## src/common/ptp_pkg.sv

```systemverilog
// package: register map, control layout and constants of the periodic timer
package ptp_pkg;

  ////////////////////////////////////////////////////////////////////////////
  // bus geometry
  localparam int unsigned ADDR_W = 8; // byte address width
  localparam int unsigned DATA_W = 32; // bus data width
  localparam int unsigned CNT_W = 16; // counter and compare width

  ////////////////////////////////////////////////////////////////////////////
  // register byte offsets
  localparam logic [ADDR_W-1:0] OFS_CTRL = 8'h00; // control bits
  localparam logic [ADDR_W-1:0] OFS_CMP_A = 8'h04; // compare a / capture
  localparam logic [ADDR_W-1:0] OFS_CMP_P = 8'h08; // compare p / period
  localparam logic [ADDR_W-1:0] OFS_COUNT = 8'h0c; // live counter, read only
  localparam logic [ADDR_W-1:0] OFS_STATUS = 8'h10; // match flags, write one clears

  ////////////////////////////////////////////////////////////////////////////
  // status bit positions
  localparam int unsigned ST_FLAG_A = 0; // compare-a match or capture
  localparam int unsigned ST_FLAG_P = 1; // compare-p match

  ////////////////////////////////////////////////////////////////////////////
  // reset values and fixed counts
  localparam logic [CNT_W-1:0] CNT_ZERO = 16'h0000; // counter clear value
  localparam logic [CNT_W-1:0] CNT_ONE = 16'h0001; // counter step
  localparam logic [CNT_W-1:0] PERIOD_MAX = 16'hffff; // period when compare p is zero
  localparam logic [6:0] PRESC_ZERO = 7'h00; // prescaler reset value
  localparam logic [6:0] PRESC_ONE = 7'h01; // prescaler step

  ////////////////////////////////////////////////////////////////////////////
  // operating mode, gray ordered
  typedef enum logic [1:0] {
    PTP_MODE_CMP = 2'h0, // compare match output
    PTP_MODE_CAP = 2'h1, // capture input
    PTP_MODE_TMR = 2'h3, // plain timer / counter
    PTP_MODE_PWM = 2'h2  // pwm, or single pulse with pin action 11
  } ptp_mode_t;

  // pin action codes
  localparam logic [1:0] PA_00 = 2'h0; // pwm: force low / cap: rising
  localparam logic [1:0] PA_01 = 2'h1; // pwm: force high / cap: falling
  localparam logic [1:0] PA_10 = 2'h2; // pwm: waveform / cap: both edges
  localparam logic [1:0] PA_11 = 2'h3; // pwm: waveform, single pulse / cap: off

  ////////////////////////////////////////////////////////////////////////////
  // control register layout, msb first
  typedef struct packed {
    logic trig_falling; // [12] trigger pin active edge is falling
    logic [2:0] presc_sel; // [11:9] timer clock = clk / 2**presc_sel
    logic counter_run; // [8] counter run control
    logic capture_src_sel; // [7] 0 capture pin, 1 trigger pin
    logic out_invert; // [6] output inversion
    logic out_init_level; // [5] output base level
    logic clear_src_sel; // [4] 1 clears on compare a (compare modes)
    logic [1:0] pin_action_sel; // [3:2] pin action / edge select
    ptp_mode_t op_mode_sel; // [1:0] operating mode
  } ptp_ctrl_t;

  localparam int unsigned CTRL_W = 13; // used control bits
  localparam ptp_ctrl_t CTRL_RST = '{trig_falling: 1'b0, presc_sel: 3'h0, counter_run: 1'b0,
    capture_src_sel: 1'b0, out_invert: 1'b0, out_init_level: 1'b0, clear_src_sel: 1'b0,
    pin_action_sel: 2'h0, op_mode_sel: PTP_MODE_CMP};

endpackage : ptp_pkg

```

## src/ptp_timer.sv

```systemverilog
// periodic timer with pwm, single pulse and capture, on a wishbone slave
//
// Decided for this implementation: register access over Wishbone and the register offsets.

////////////////////////////////////////////////////////////////////////////////
// What this block does
// - pwm period ends on compare-p; zero means 65535
// - compare a at or above period: full duty
// - pwm counting continues with pin forced
// - clear source ignored in pwm mode
// - single pulse is mode 10 with action 11
// - run rising starts counter and pulse together
// - trigger pin edge sets run automatically in single pulse mode
// - compare-a match ends pulse, clears run, flags
// - single pulse clears only on run rising
// - capture mode 01, source pin selectable
// - edge select; action 11 blocks captures
// - capture copies counter to compare a, flags
// - capture mode counter free runs while run
// - capture compare-p match clears counter, flags
// - capture ignores clear, level, invert bits
// - capture watches pin whatever its direction
// - pwm base level and inversion select polarity
// - pwm pin action enables or forces pin
module ptp_timer (
  // clock, reset, enable
  input wire logic clk_i,
  input wire logic rst_i,
  input wire logic ce_i,
  // wishbone classic slave
  input wire logic wb_cyc_i,
  input wire logic wb_stb_i,
  input wire logic wb_we_i,
  input wire logic [ptp_pkg::ADDR_W-1:0] wb_adr_i,
  input wire logic [3:0] wb_sel_i,
  input wire logic [ptp_pkg::DATA_W-1:0] wb_dat_i,
  output logic [ptp_pkg::DATA_W-1:0] wb_dat_o,
  output logic wb_ack_o,
  // pins
  input wire logic ext_trigger_pin_i,
  input wire logic capture_in_pin_i,
  output logic timer_out_o
);

  //////////////////////////////////////////////////////////////////////////////
  // state
  ptp_pkg::ptp_ctrl_t ctrl; // control register
  ptp_pkg::ptp_ctrl_t next_ctrl;
  logic [ptp_pkg::CNT_W-1:0] cmp_a_value; // compare a / capture value
  logic [ptp_pkg::CNT_W-1:0] next_cmp_a_value;
  logic [ptp_pkg::CNT_W-1:0] cmp_p_value; // compare p value
  logic [ptp_pkg::CNT_W-1:0] next_cmp_p_value;
  logic [ptp_pkg::CNT_W-1:0] cnt; // timer counter
  logic [ptp_pkg::CNT_W-1:0] next_cnt;
  logic [1:0] flags; // sticky match flags
  logic [1:0] next_flags;
  logic [6:0] presc; // clock prescaler
  logic [6:0] next_presc;
  logic run_d; // run bit one cycle ago
  logic next_run_d;
  logic out_q; // output pin register
  logic next_out_q;
  logic [ptp_pkg::DATA_W-1:0] next_dat;
  logic next_ack;

  // pin synchronisers: stage one feeds only stage two
  logic trig_s1, trig_s2, trig_s3;
  logic cap_s1, cap_s2, cap_s3;

  //////////////////////////////////////////////////////////////////////////////
  // decoded helpers
  logic bus_req; // new access this cycle
  logic wr_en; // write takes effect
  logic [ptp_pkg::DATA_W-1:0] wmask; // byte lane mask
  logic tick; // one timer clock period
  logic run_rise; // run bit went high
  logic mode_pulse; // single pulse mode active
  logic [ptp_pkg::CNT_W-1:0] period; // effective pwm period
  logic match_a; // counter equals compare a on a tick
  logic match_p; // counter equals nonzero compare p on a tick
  logic cap_pin; // selected capture source, synchronised
  logic cap_pin_d; // previous value of selected source
  logic cap_edge; // selected active capture edge
  logic trig_edge; // trigger pin active edge
  logic duty_on; // pwm active phase
  logic wave; // polarity-corrected waveform

  //////////////////////////////////////////////////////////////////////////////
  // two-flop synchronisers plus one history flop for edges
  always_ff @(posedge clk_i) begin
    if (rst_i) begin
      trig_s1 <= 1'b0;
      trig_s2 <= 1'b0;
      trig_s3 <= 1'b0;
      cap_s1 <= 1'b0;
      cap_s2 <= 1'b0;
      cap_s3 <= 1'b0;
    end else if (ce_i) begin
      trig_s1 <= ext_trigger_pin_i;
      trig_s2 <= trig_s1;
      trig_s3 <= trig_s2;
      cap_s1 <= capture_in_pin_i; // pin read even while driven as output
      cap_s2 <= cap_s1;
      cap_s3 <= cap_s2;
    end
  end

  //////////////////////////////////////////////////////////////////////////////
  // combinational decode
  always_comb begin
    bus_req = wb_cyc_i && wb_stb_i && !wb_ack_o;
    wr_en = bus_req && wb_we_i;
    wmask = {{8{wb_sel_i[3]}}, {8{wb_sel_i[2]}}, {8{wb_sel_i[1]}}, {8{wb_sel_i[0]}}};
    // prescaled tick: low presc_sel bits all ones
    tick = ctrl.counter_run &&
      ((presc & ((ptp_pkg::PRESC_ONE << ctrl.presc_sel) - ptp_pkg::PRESC_ONE))
      == ((ptp_pkg::PRESC_ONE << ctrl.presc_sel) - ptp_pkg::PRESC_ONE));
    run_rise = ctrl.counter_run && !run_d;
    mode_pulse = (ctrl.op_mode_sel == ptp_pkg::PTP_MODE_PWM)
      && (ctrl.pin_action_sel == ptp_pkg::PA_11);
    period = (cmp_p_value == ptp_pkg::CNT_ZERO) ? ptp_pkg::PERIOD_MAX : cmp_p_value;
    match_a = tick && (cnt == cmp_a_value);
    match_p = tick && (cmp_p_value != ptp_pkg::CNT_ZERO) && (cnt == cmp_p_value);
    // selected source and its previous sample
    cap_pin = ctrl.capture_src_sel ? trig_s2 : cap_s2;
    cap_pin_d = ctrl.capture_src_sel ? trig_s3 : cap_s3;
    case (ctrl.pin_action_sel)
      ptp_pkg::PA_00: cap_edge = cap_pin && !cap_pin_d;
      ptp_pkg::PA_01: cap_edge = !cap_pin && cap_pin_d;
      ptp_pkg::PA_10: cap_edge = cap_pin != cap_pin_d;
      default: cap_edge = 1'b0; // captures suppressed
    endcase
    trig_edge = ctrl.trig_falling ? (!trig_s2 && trig_s3) : (trig_s2 && !trig_s3);
    duty_on = cnt < cmp_a_value; // full duty when a >= period
    wave = (duty_on ? ctrl.out_init_level : !ctrl.out_init_level) ^ ctrl.out_invert;
  end

  //////////////////////////////////////////////////////////////////////////////
  // next values for counter, registers, flags and output
  always_comb begin
    next_ctrl = ctrl;
    next_cmp_a_value = cmp_a_value;
    next_cmp_p_value = cmp_p_value;
    next_cnt = cnt;
    next_flags = flags;
    next_out_q = out_q;
    next_presc = ctrl.counter_run ? presc + ptp_pkg::PRESC_ONE : ptp_pkg::PRESC_ZERO;
    next_run_d = ctrl.counter_run;

    // software writes first; hardware events below override them
    if (wr_en) begin
      case (wb_adr_i)
        ptp_pkg::OFS_CTRL: begin
          next_ctrl = ptp_pkg::ptp_ctrl_t'((ptp_pkg::CTRL_W'(ctrl) & ~wmask[12:0])
            | (wb_dat_i[12:0] & wmask[12:0]));
        end
        ptp_pkg::OFS_CMP_A: begin
          next_cmp_a_value = (cmp_a_value & ~wmask[15:0]) | (wb_dat_i[15:0] & wmask[15:0]);
        end
        ptp_pkg::OFS_CMP_P: begin
          next_cmp_p_value = (cmp_p_value & ~wmask[15:0]) | (wb_dat_i[15:0] & wmask[15:0]);
        end
        ptp_pkg::OFS_STATUS: begin
          next_flags = flags & ~(wb_dat_i[1:0] & wmask[1:0]); // write one clears
        end
        default: begin
          // read-only or unmapped: write ignored
        end
      endcase
    end

    // counter engine per mode
    if (run_rise) begin
      next_cnt = ptp_pkg::CNT_ZERO; // restart on run rising
    end else if (mode_pulse) begin
      // single pulse: compare p and clear source unused
      if (match_a) begin
        next_ctrl.counter_run = 1'b0; // pulse width from compare a
        next_flags[ptp_pkg::ST_FLAG_A] = 1'b1;
      end else if (tick) begin
        next_cnt = cnt + ptp_pkg::CNT_ONE;
      end
    end else begin
      case (ctrl.op_mode_sel)
        ptp_pkg::PTP_MODE_PWM: begin
          // clear source ignored, period ends on compare p
          if (tick) begin
            next_cnt = (cnt == period - ptp_pkg::CNT_ONE) ? ptp_pkg::CNT_ZERO
              : cnt + ptp_pkg::CNT_ONE;
            if (cnt == period - ptp_pkg::CNT_ONE) begin
              next_flags[ptp_pkg::ST_FLAG_P] = 1'b1;
            end
            if (cnt == cmp_a_value) begin
              next_flags[ptp_pkg::ST_FLAG_A] = 1'b1;
            end
          end
        end
        ptp_pkg::PTP_MODE_CAP: begin
          // free runs regardless of the capture pin
          if (match_p) begin
            next_cnt = ptp_pkg::CNT_ZERO;
            next_flags[ptp_pkg::ST_FLAG_P] = 1'b1;
          end else if (tick) begin
            next_cnt = cnt + ptp_pkg::CNT_ONE; // wraps at full count when p is zero
          end
        end
        default: begin
          // compare and timer modes: clear on p, or on a when selected
          if (ctrl.clear_src_sel ? match_a : match_p) begin
            next_cnt = ptp_pkg::CNT_ZERO;
          end else if (tick) begin
            next_cnt = cnt + ptp_pkg::CNT_ONE;
          end
          if (match_a && (cmp_a_value != ptp_pkg::CNT_ZERO)) begin
            next_flags[ptp_pkg::ST_FLAG_A] = 1'b1;
          end
          if (match_p && !ctrl.clear_src_sel) begin
            next_flags[ptp_pkg::ST_FLAG_P] = 1'b1;
          end
        end
      endcase
    end

    // capture: latch counter into compare a, wins over a bus write
    if ((ctrl.op_mode_sel == ptp_pkg::PTP_MODE_CAP) && cap_edge) begin
      next_cmp_a_value = cnt;
      next_flags[ptp_pkg::ST_FLAG_A] = 1'b1;
    end

    // trigger pin sets run in single pulse mode only while run is low, winning over a bus write
    if (mode_pulse && trig_edge && !ctrl.counter_run) begin
      next_ctrl.counter_run = 1'b1;
    end

    // output pin per mode
    case (ctrl.op_mode_sel)
      ptp_pkg::PTP_MODE_PWM: begin
        if (mode_pulse) begin
          // pulse active while run is high, leading edge with run rise
          next_out_q = next_ctrl.counter_run ^ ctrl.out_invert ^ !ctrl.out_init_level;
        end else begin
          case (ctrl.pin_action_sel)
            ptp_pkg::PA_00: next_out_q = 1'b0; // forced low
            ptp_pkg::PA_01: next_out_q = 1'b1; // forced high
            default: next_out_q = wave; // waveform shown
          endcase
        end
      end
      ptp_pkg::PTP_MODE_CMP: begin
        if (run_rise) begin
          next_out_q = ctrl.out_init_level;
        end else if (match_a && (cmp_a_value != ptp_pkg::CNT_ZERO)) begin
          case (ctrl.pin_action_sel)
            ptp_pkg::PA_01: next_out_q = 1'b0;
            ptp_pkg::PA_10: next_out_q = 1'b1;
            ptp_pkg::PA_11: next_out_q = !out_q;
            default: next_out_q = out_q;
          endcase
        end
      end
      default: begin
        next_out_q = 1'b0; // no output function
      end
    endcase
  end

  //////////////////////////////////////////////////////////////////////////////
  // bus answer: one wait-free ack, registered read data
  always_comb begin
    next_ack = bus_req;
    next_dat = '0;
    if (bus_req && !wb_we_i) begin
      case (wb_adr_i)
        ptp_pkg::OFS_CTRL: next_dat = {19'h0, ptp_pkg::CTRL_W'(ctrl)};
        ptp_pkg::OFS_CMP_A: next_dat = {16'h0, cmp_a_value};
        ptp_pkg::OFS_CMP_P: next_dat = {16'h0, cmp_p_value};
        ptp_pkg::OFS_COUNT: next_dat = {16'h0, cnt};
        ptp_pkg::OFS_STATUS: next_dat = {30'h0, flags};
        default: next_dat = '0; // unmapped reads zero
      endcase
    end
  end

  //////////////////////////////////////////////////////////////////////////////
  // registers
  always_ff @(posedge clk_i) begin
    if (rst_i) begin
      ctrl <= ptp_pkg::CTRL_RST;
      cmp_a_value <= ptp_pkg::CNT_ZERO;
      cmp_p_value <= ptp_pkg::CNT_ZERO;
      cnt <= ptp_pkg::CNT_ZERO;
      flags <= 2'h0;
      presc <= ptp_pkg::PRESC_ZERO;
      run_d <= 1'b0;
      out_q <= 1'b0;
      wb_ack_o <= 1'b0;
      wb_dat_o <= '0;
    end else if (ce_i) begin
      ctrl <= next_ctrl;
      cmp_a_value <= next_cmp_a_value;
      cmp_p_value <= next_cmp_p_value;
      cnt <= next_cnt;
      flags <= next_flags;
      presc <= next_presc;
      run_d <= next_run_d;
      out_q <= next_out_q;
      wb_ack_o <= next_ack;
      wb_dat_o <= next_dat;
    end
  end

  assign timer_out_o = out_q;

endmodule : ptp_timer

```

## config.mk

```make
export PLATFORM = sky130hd
export DESIGN_NAME = ptp_timer
export DESIGN_NICKNAME = d
export VERILOG_FILES = /design/src/common/ptp_pkg.sv /design/src/ptp_timer.sv
export SDC_FILE = /design/constraint.sdc
export NUM_CORES = 1
export LEC_CHECK = 0
export ABC_AREA = 1
export BUFFER_PORTS_ARGS = -buffer_cell sky130_fd_sc_hd__buf_2
export CORE_ASPECT_RATIO = 0.75
export CORE_MARGIN = 10
export CORE_UTILIZATION = 50
export CTS_BUF_LIST = sky130_fd_sc_hd__clkbuf_4
export CTS_CLUSTER_SIZE = 25
export DETAILED_ROUTE_END_ITERATION = 16
export HOLD_SLACK_MARGIN = 0.03
export PLACE_DENSITY_LB_ADDON = 0.15
export SYNTH_ARGS = -nofsm -noshare
export SYNTH_HDL_FRONTEND = slang
export SYNTH_SLANG_ARGS = --single-unit
```

## constraint.sdc

```tcl
create_clock -name clk_i -period 3.4 [get_ports clk_i]
set_input_delay 0.85 -clock clk_i [delete_from_list [all_inputs] [get_ports clk_i]]
set_output_delay 0.85 -clock clk_i [all_outputs]
set_load 0.02 [all_outputs]
```

==> results of run 1 <==
==> per-stage QoR <==
step / instances / utilization / hold WS (ps) / setup WS (ps) / instance area (um2)
floorplan: 1201 / - / 441 / 738 / 7500
global route: 1433 / 0.551 / 496 / 5.33 / 8020
detailed placement: 1418 / 0.543 / 452 / 361 / 7900
CTS: 1433 / 0.551 / 473 / 343 / 8020
global placement: 1418 / 0.543 / 450 / 362 / 7900
finish: 1433 / 0.551 / 474 / 251 / 8020
==> cells by family (layout without fill, tap and decap cells) <==
kind of cell | Yosys count | in the layout
flops | 95 | 95
buf+inv | 215 | 247
xor+xnor | 27 | 27
mux | 2 | 2
compound gates | 317 | 317
fa+ha+maj | 29 | 29
simple gates | 500 | 500
other cells | 1 | 16
==> path summary, 6_finish.rpt <==
| path | endpoint | slack, ps | start | cells past startpoint |
|---|---|---|---|---|
| hold reg to reg | wb_dat_o[12]$_SDFFE_PP0P_ | 470 | wb_dat_o[12]$_SDFFE_PP0P_ | 2 |
| setup / recovery | cnt[1]$_SDFFE_PP0P_ | 250 | flop | 18 |
| setup reg to reg | cnt[1]$_SDFFE_PP0P_ | 250 | flop | 18 |
| hold / removal | wb_dat_o[12]$_SDFFE_PP0P_ | 470 | wb_dat_o[12]$_SDFFE_PP0P_ | 2 |
==> power by group <==
part           internal, W  switching, W
Clock             0.000159      0.000447
Combinational     0.000119      0.000261
Sequential         0.00113     0.0000250
Total              0.00141      0.000733
==> layer usage <==
metal,share of wire,GRT usage,wire [um],vias up
li1,-,-,-,4006
met1,0.46,0.365,12000,3716
met2,0.41,0.350,10500,441
met3,0.12,0.0514,3010,35
met4,0.013,0.0470,346,0
met5,0,0,0,-
==> Yosys cell counts (2+ instances only) <==
cell type	n
nor3_2	5
o21ai_2	11
a221oi_1	3
a21oi_2	3
ha_1	29
nand2_2	7
buf_1	2
o21ai_1	5
o31ai_1	3
xor2_1	17
buf_4	17
nand3_2	5
nand3_1	50
a31oi_1	8
nor2_1	103
xnor2_1	10
o2111ai_1	2
nor3_1	11
or2_2	2
nor4_1	10
mux2i_1	2
nor2_4	2
clkbuf_1	36
nand2_4	2
clkinv_1	4
inv_1	142
nand4_1	19
o21ai_0	123
o211ai_1	3
o221ai_1	2
buf_6	3
a21oi_1	111
nor2_2	9
o22ai_1	24
a211oi_1	11
buf_2	8
dfxtp_1	95
and3_1	2
nand2_1	266
==> worst max-delay path, cell delays in order (launching register included) <==
cell	delay (ps)
dfxtp_1	370
nor2_1	330
nand2_1	110
nor2_2	140
nand2_4	140
nand2_1	110
inv_1	50
ha_1	290
xor2_1	170
a21boi_1	190
nand2_1	70
nor2_1	110
nand3_1	90
nor2_2	190
nand4_4	190
nand2_4	250
o21ai_0	120
nand2_1	70
a21oi_1	60
==> final cells by class <==
type	count	area (um2)
fill	1553	6530
multi-input combinational	891	4690
sequential	95	1900
inverter	148	558
timing repair buffer	84	503
tap	200	250
clock buffer	9	67.6
clock inverter	6	52.6
==> results.sh, run 1 <==
export IMPL_antenna_found_initial=0
export IMPL_synth_seq_area_share=0.255
export IMPL_synth_warnings=0
export IMPL_cts_hold_buf=0
export IMPL_grt_pass1_vias=7204
export IMPL_clockBufferDepth=2
export IMPL_grtUsageTotal=0.244
export IMPL_cts_post_setup_buffers_inserted=0
export IMPL_die_x_um=161
export IMPL_dieArea_um2=20200
export IMPL_layout_commonest_cell="nand2_1"
export IMPL_clock_latency_ps=520
export IMPL_drv_cap=0
export IMPL_root_buffer="clkbuf_4"
export IMPL_grt_pass1_wl_mm=40.0
export IMPL_start_util=0.512
export IMPL_rsz0062_at_grt="false"
export IMPL_ant_nets=0
export IMPL_syn_cell_area_um2=7450
export IMPL_area_growth_pct=7.66
export IMPL_slew_viol_final=0
export IMPL_ys_flop_type="dfxtp_1"
export IMPL_clock_sinks=95
export IMPL_synth_compound_area_frac=0.239
export IMPL_end_kind="flop"
export IMPL_cts_resized_gates=0
export IMPL_worst_setup_path_type="reg2reg"
export IMPL_finalPower_w=0.00214
export IMPL_cts_made_buffers=9
export IMPL_hpwl_mm=19.9
export IMPL_yosysUniqueCellTypes=58
export IMPL_period_share=0.926
export IMPL_grt_max_degree=56
export IMPL_drive_gt1_frac=0.122
export IMPL_synth_async_reset_ratio=0
export IMPL_relSlewSlack=0.403
export IMPL_cts_tree="yes"
export IMPL_globalRouteOverflowTotal=0
export IMPL_ys_ff_latch=95
export IMPL_yosys_top_cells_area="dfxtp_1, nand2_1, o21ai_0"
export IMPL_wl_per_cell_um=18.0
export IMPL_synth_top_family_by_area="simple AND/OR/NAND/NOR gates"
export IMPL_drcViolationCount=0
export IMPL_num_rows=38
export IMPL_avgSynthCellArea_um2=6.28
export IMPL_final_cell_mix="nand2_1, inv_1, o21ai_0"
export IMPL_crit_arrival_ps=3550
export IMPL_required_ps=3800
export IMPL_synthSimpleGateAreaFrac=0.299
export IMPL_setup_violations=0
export IMPL_drt_iter0_drc=1016
export IMPL_synth_top_area_frac=0.255
export IMPL_status="finished, final reports clean"
export IMPL_core_area_um2=14500
export IMPL_powerDensity_nw_per_um2=267
export IMPL_fin_crit_ps=3150
export IMPL_final_hold_viol_count=0
export IMPL_critical_path_startpoint_type="flop"
export IMPL_yosys_area_share_xor_xnor=0.0317
export IMPL_min_path_type="reg2reg"
export IMPL_nets=1310
export IMPL_worstMarginPinSlew_ps=884
export IMPL_fmax_mhz=318
export IMPL_synth_adder_area_share=0.0487
export IMPL_synthMuxAreaShare=0.00269
export IMPL_leakagePower_nw=3.45
export IMPL_first_pass_iters=5
export IMPL_die_h_um=126
export IMPL_setup_tns_ps=0
export IMPL_worst_clock_skew_ps=32.2
export IMPL_num_vias=8198
export IMPL_synth_edf_count=0
export IMPL_synthCells=1186
export IMPL_peakVddDrop_mv=0.205
export IMPL_diodes=0
export IMPL_gp_congestion=1.01
export IMPL_vias_per_cell=5.72
export IMPL_io_pins=86
export IMPL_crit_fanout=12
export IMPL_clkTransAtPathRegs_ps=160
export IMPL_synth_top_cell_by_area="dfxtp_1"
export IMPL_htree_levels=3
export IMPL_port_buffers=51
export IMPL_totalWireLength_mm=25.8
(Power assumes the default switching activity.)
==> run 2: changes to the inputs <==
--- a/config.mk
+++ b/config.mk
@@ -15,6 +15,7 @@
 export DETAILED_ROUTE_END_ITERATION = 16
 export HOLD_SLACK_MARGIN = 0.03
 export PLACE_DENSITY_LB_ADDON = 0.15
+export SETUP_SLACK_MARGIN = 0.3
 export SYNTH_ARGS = -nofsm -noshare
 export SYNTH_HDL_FRONTEND = slang
 export SYNTH_SLANG_ARGS = --single-unit
==> results.sh, run 2 (same netlist as run 1, synthesis figures left out) <==
export IMPL_grt_max_degree=56
export IMPL_crit_fanout=5
export IMPL_diodes=0
export IMPL_first_pass_iters=6
export IMPL_period_share=0.876
export IMPL_start_util=0.512
export IMPL_globalRouteOverflowTotal=0
export IMPL_internal_power_w=0.00141
export IMPL_status="finished, final reports clean"
export IMPL_nets=1317
export IMPL_die_h_um=126
export IMPL_root_buffer="clkbuf_4"
export IMPL_worstMarginPinSlew_ps=856
export IMPL_switching_power_w=0.000737
export IMPL_drv_cap=0
export IMPL_slew_viol_final=0
export IMPL_cts_made_buffers=9
export IMPL_stdcell_area_um2=8160
export IMPL_drive_gt1_frac=0.140
export IMPL_relSlewSlack=0.422
export IMPL_drt_iter0_drc=965
export IMPL_crit_arrival_ps=3400
export IMPL_io_pins=86
export IMPL_end_kind="flop"
export IMPL_dieArea_um2=20200
export IMPL_finalPower_w=0.00215
export IMPL_critical_path_startpoint_type="flop"
export IMPL_layout_commonest_cell="nand2_1"
export IMPL_wl_per_cell_um=18.2
export IMPL_ant_nets=0
export IMPL_clock_sinks=95
export IMPL_seqPwrFrac=0.539
export IMPL_die_x_um=161
export IMPL_final_hold_viol_count=0
export IMPL_combPwrFrac=0.178
export IMPL_fill_cells=1536
export IMPL_num_vias=8284
export IMPL_worst_setup_path_type="reg2reg"
export IMPL_place_area_um2=7900
export IMPL_grt_pass1_vias=7204
export IMPL_gp_congestion=1.01
export IMPL_totalWireLength_mm=26.2
export IMPL_fin_crit_ps=2980
export IMPL_cts_hold_buf=0
export IMPL_powerDensity_nw_per_um2=263
export IMPL_num_rows=38
export IMPL_core_area_um2=14500
export IMPL_vias_per_cell=5.75
export IMPL_clkTransAtPathRegs_ps=160
export IMPL_area_growth_pct=9.52
export IMPL_peakVddDrop_mv=0.206
export IMPL_clockBufferDepth=2
export IMPL_rsz0062_at_grt="true"
export IMPL_htree_levels=3
export IMPL_sw_frac_of_total=0.343
export IMPL_antenna_found_initial=0
export IMPL_setup_violations=0
export IMPL_leakagePower_nw=3.49
export IMPL_p_clk_frac=0.283
export IMPL_required_ps=3830
export IMPL_fmax_mhz=336
export IMPL_grt_pass1_wl_mm=40.0
export IMPL_setup_tns_ps=0
export IMPL_grtUsageTotal=0.244
export IMPL_cts_tree="yes"
export IMPL_worst_clock_skew_ps=36.7
export IMPL_drcViolationCount=0
export IMPL_hpwl_mm=19.9
export IMPL_clock_latency_ps=520
export IMPL_final_cell_mix="nand2_1, inv_1, o21ai_0"
export IMPL_port_buffers=51
export IMPL_min_path_type="reg2reg"
## run 2: cell count changes in the layout (fill, tap and decap cells not counted), moves of 2 or more
cell     before  now
buf_4        33   38
dfxtp_1      95   91
dfxtp_2       0    4
nand2_1     266  262
nand2_2       7   11
nor2_1      103   99
nor2_2        9    7
nor2_4        2    8
## run 2: per-stage QoR
stage                     worst slack [ps]  hold slack [ps]  cells  utilization
final                                  421              473   1440        0.561
after global routing                   264              496   1440        0.561
after CTS                              343              473   1433        0.551
after detailed placement               361              452   1418        0.543
after global placement                 362              450   1418        0.543
after floorplan                        738              441   1201            -
## run 2: final cells by class
| type | instances | area (um2) | area share |
|---|---|---|---|
| tap | 200 | 250 | 0.0307 |
| multi-input combinational | 892 | 4770 | 0.585 |
| timing repair buffer | 90 | 552 | 0.0676 |
| clock buffer | 9 | 67.6 | 0.00828 |
| inverter | 148 | 558 | 0.0684 |
| sequential | 95 | 1910 | 0.234 |
| clock inverter | 6 | 52.6 | 0.00644 |
## run 2: worst max-delay path: stages, from the launching register on
cell and delay, ps:
dfxtp_1 470, nor2_2 80, nand2_1 90, nor2_2 60
nand2_4 110, nand2_1 80, inv_1 60, ha_2 210
nand4_1 240, nor2_4 240, nand2_1 70, nand2_1 60
nand2_1 80, nand2_1 90, nand2_1 90, nor2_2 150
nand4_4 250, o22ai_2 180, nand3_1 130, a21oi_1 160
## run 2: path summary, 6_finish.rpt
path	slack, ps	cells past startpoint	endpoint	startpoint
setup / recovery	420	19	flags[1]$_SDFFE_PP0P_	flop
hold / removal	470	2	wb_dat_o[5]$_SDFFE_PP0P_	wb_dat_o[5]$_SDFFE_PP0P_
setup reg to reg	420	19	flags[1]$_SDFFE_PP0P_	flop
hold reg to reg	470	2	wb_dat_o[5]$_SDFFE_PP0P_	wb_dat_o[5]$_SDFFE_PP0P_
## run 2: power by group through the flow
stage / Clock (W) / Combinational, W / Sequential (W)
floorplan: 0 / 0.000272 / 0.00117
global placement: 0 / 0.000365 / 0.00118
detailed placement: 0 / 0.000368 / 0.00118
CTS: 0.000627 / 0.000371 / 0.00116
global route: 0.000651 / 0.000424 / 0.00116
finish: 0.000608 / 0.000382 / 0.00116
## run 2: repair_timing
item / in CTS / in global routing
resized for setup: 0 / 25
setup endpoints to repair: 0 / 18
buffers inserted: 0 / 6
## run 2: routing by layer
layer | vias up | wire, um | global-route usage
met5 | - | 0 | 0
met4 | 0 | 369 | 0.0470
met3 | 30 | 3180 | 0.0514
met2 | 456 | 10600 | 0.350
met1 | 3777 | 12000 | 0.365
li1 | 4021 | - | -
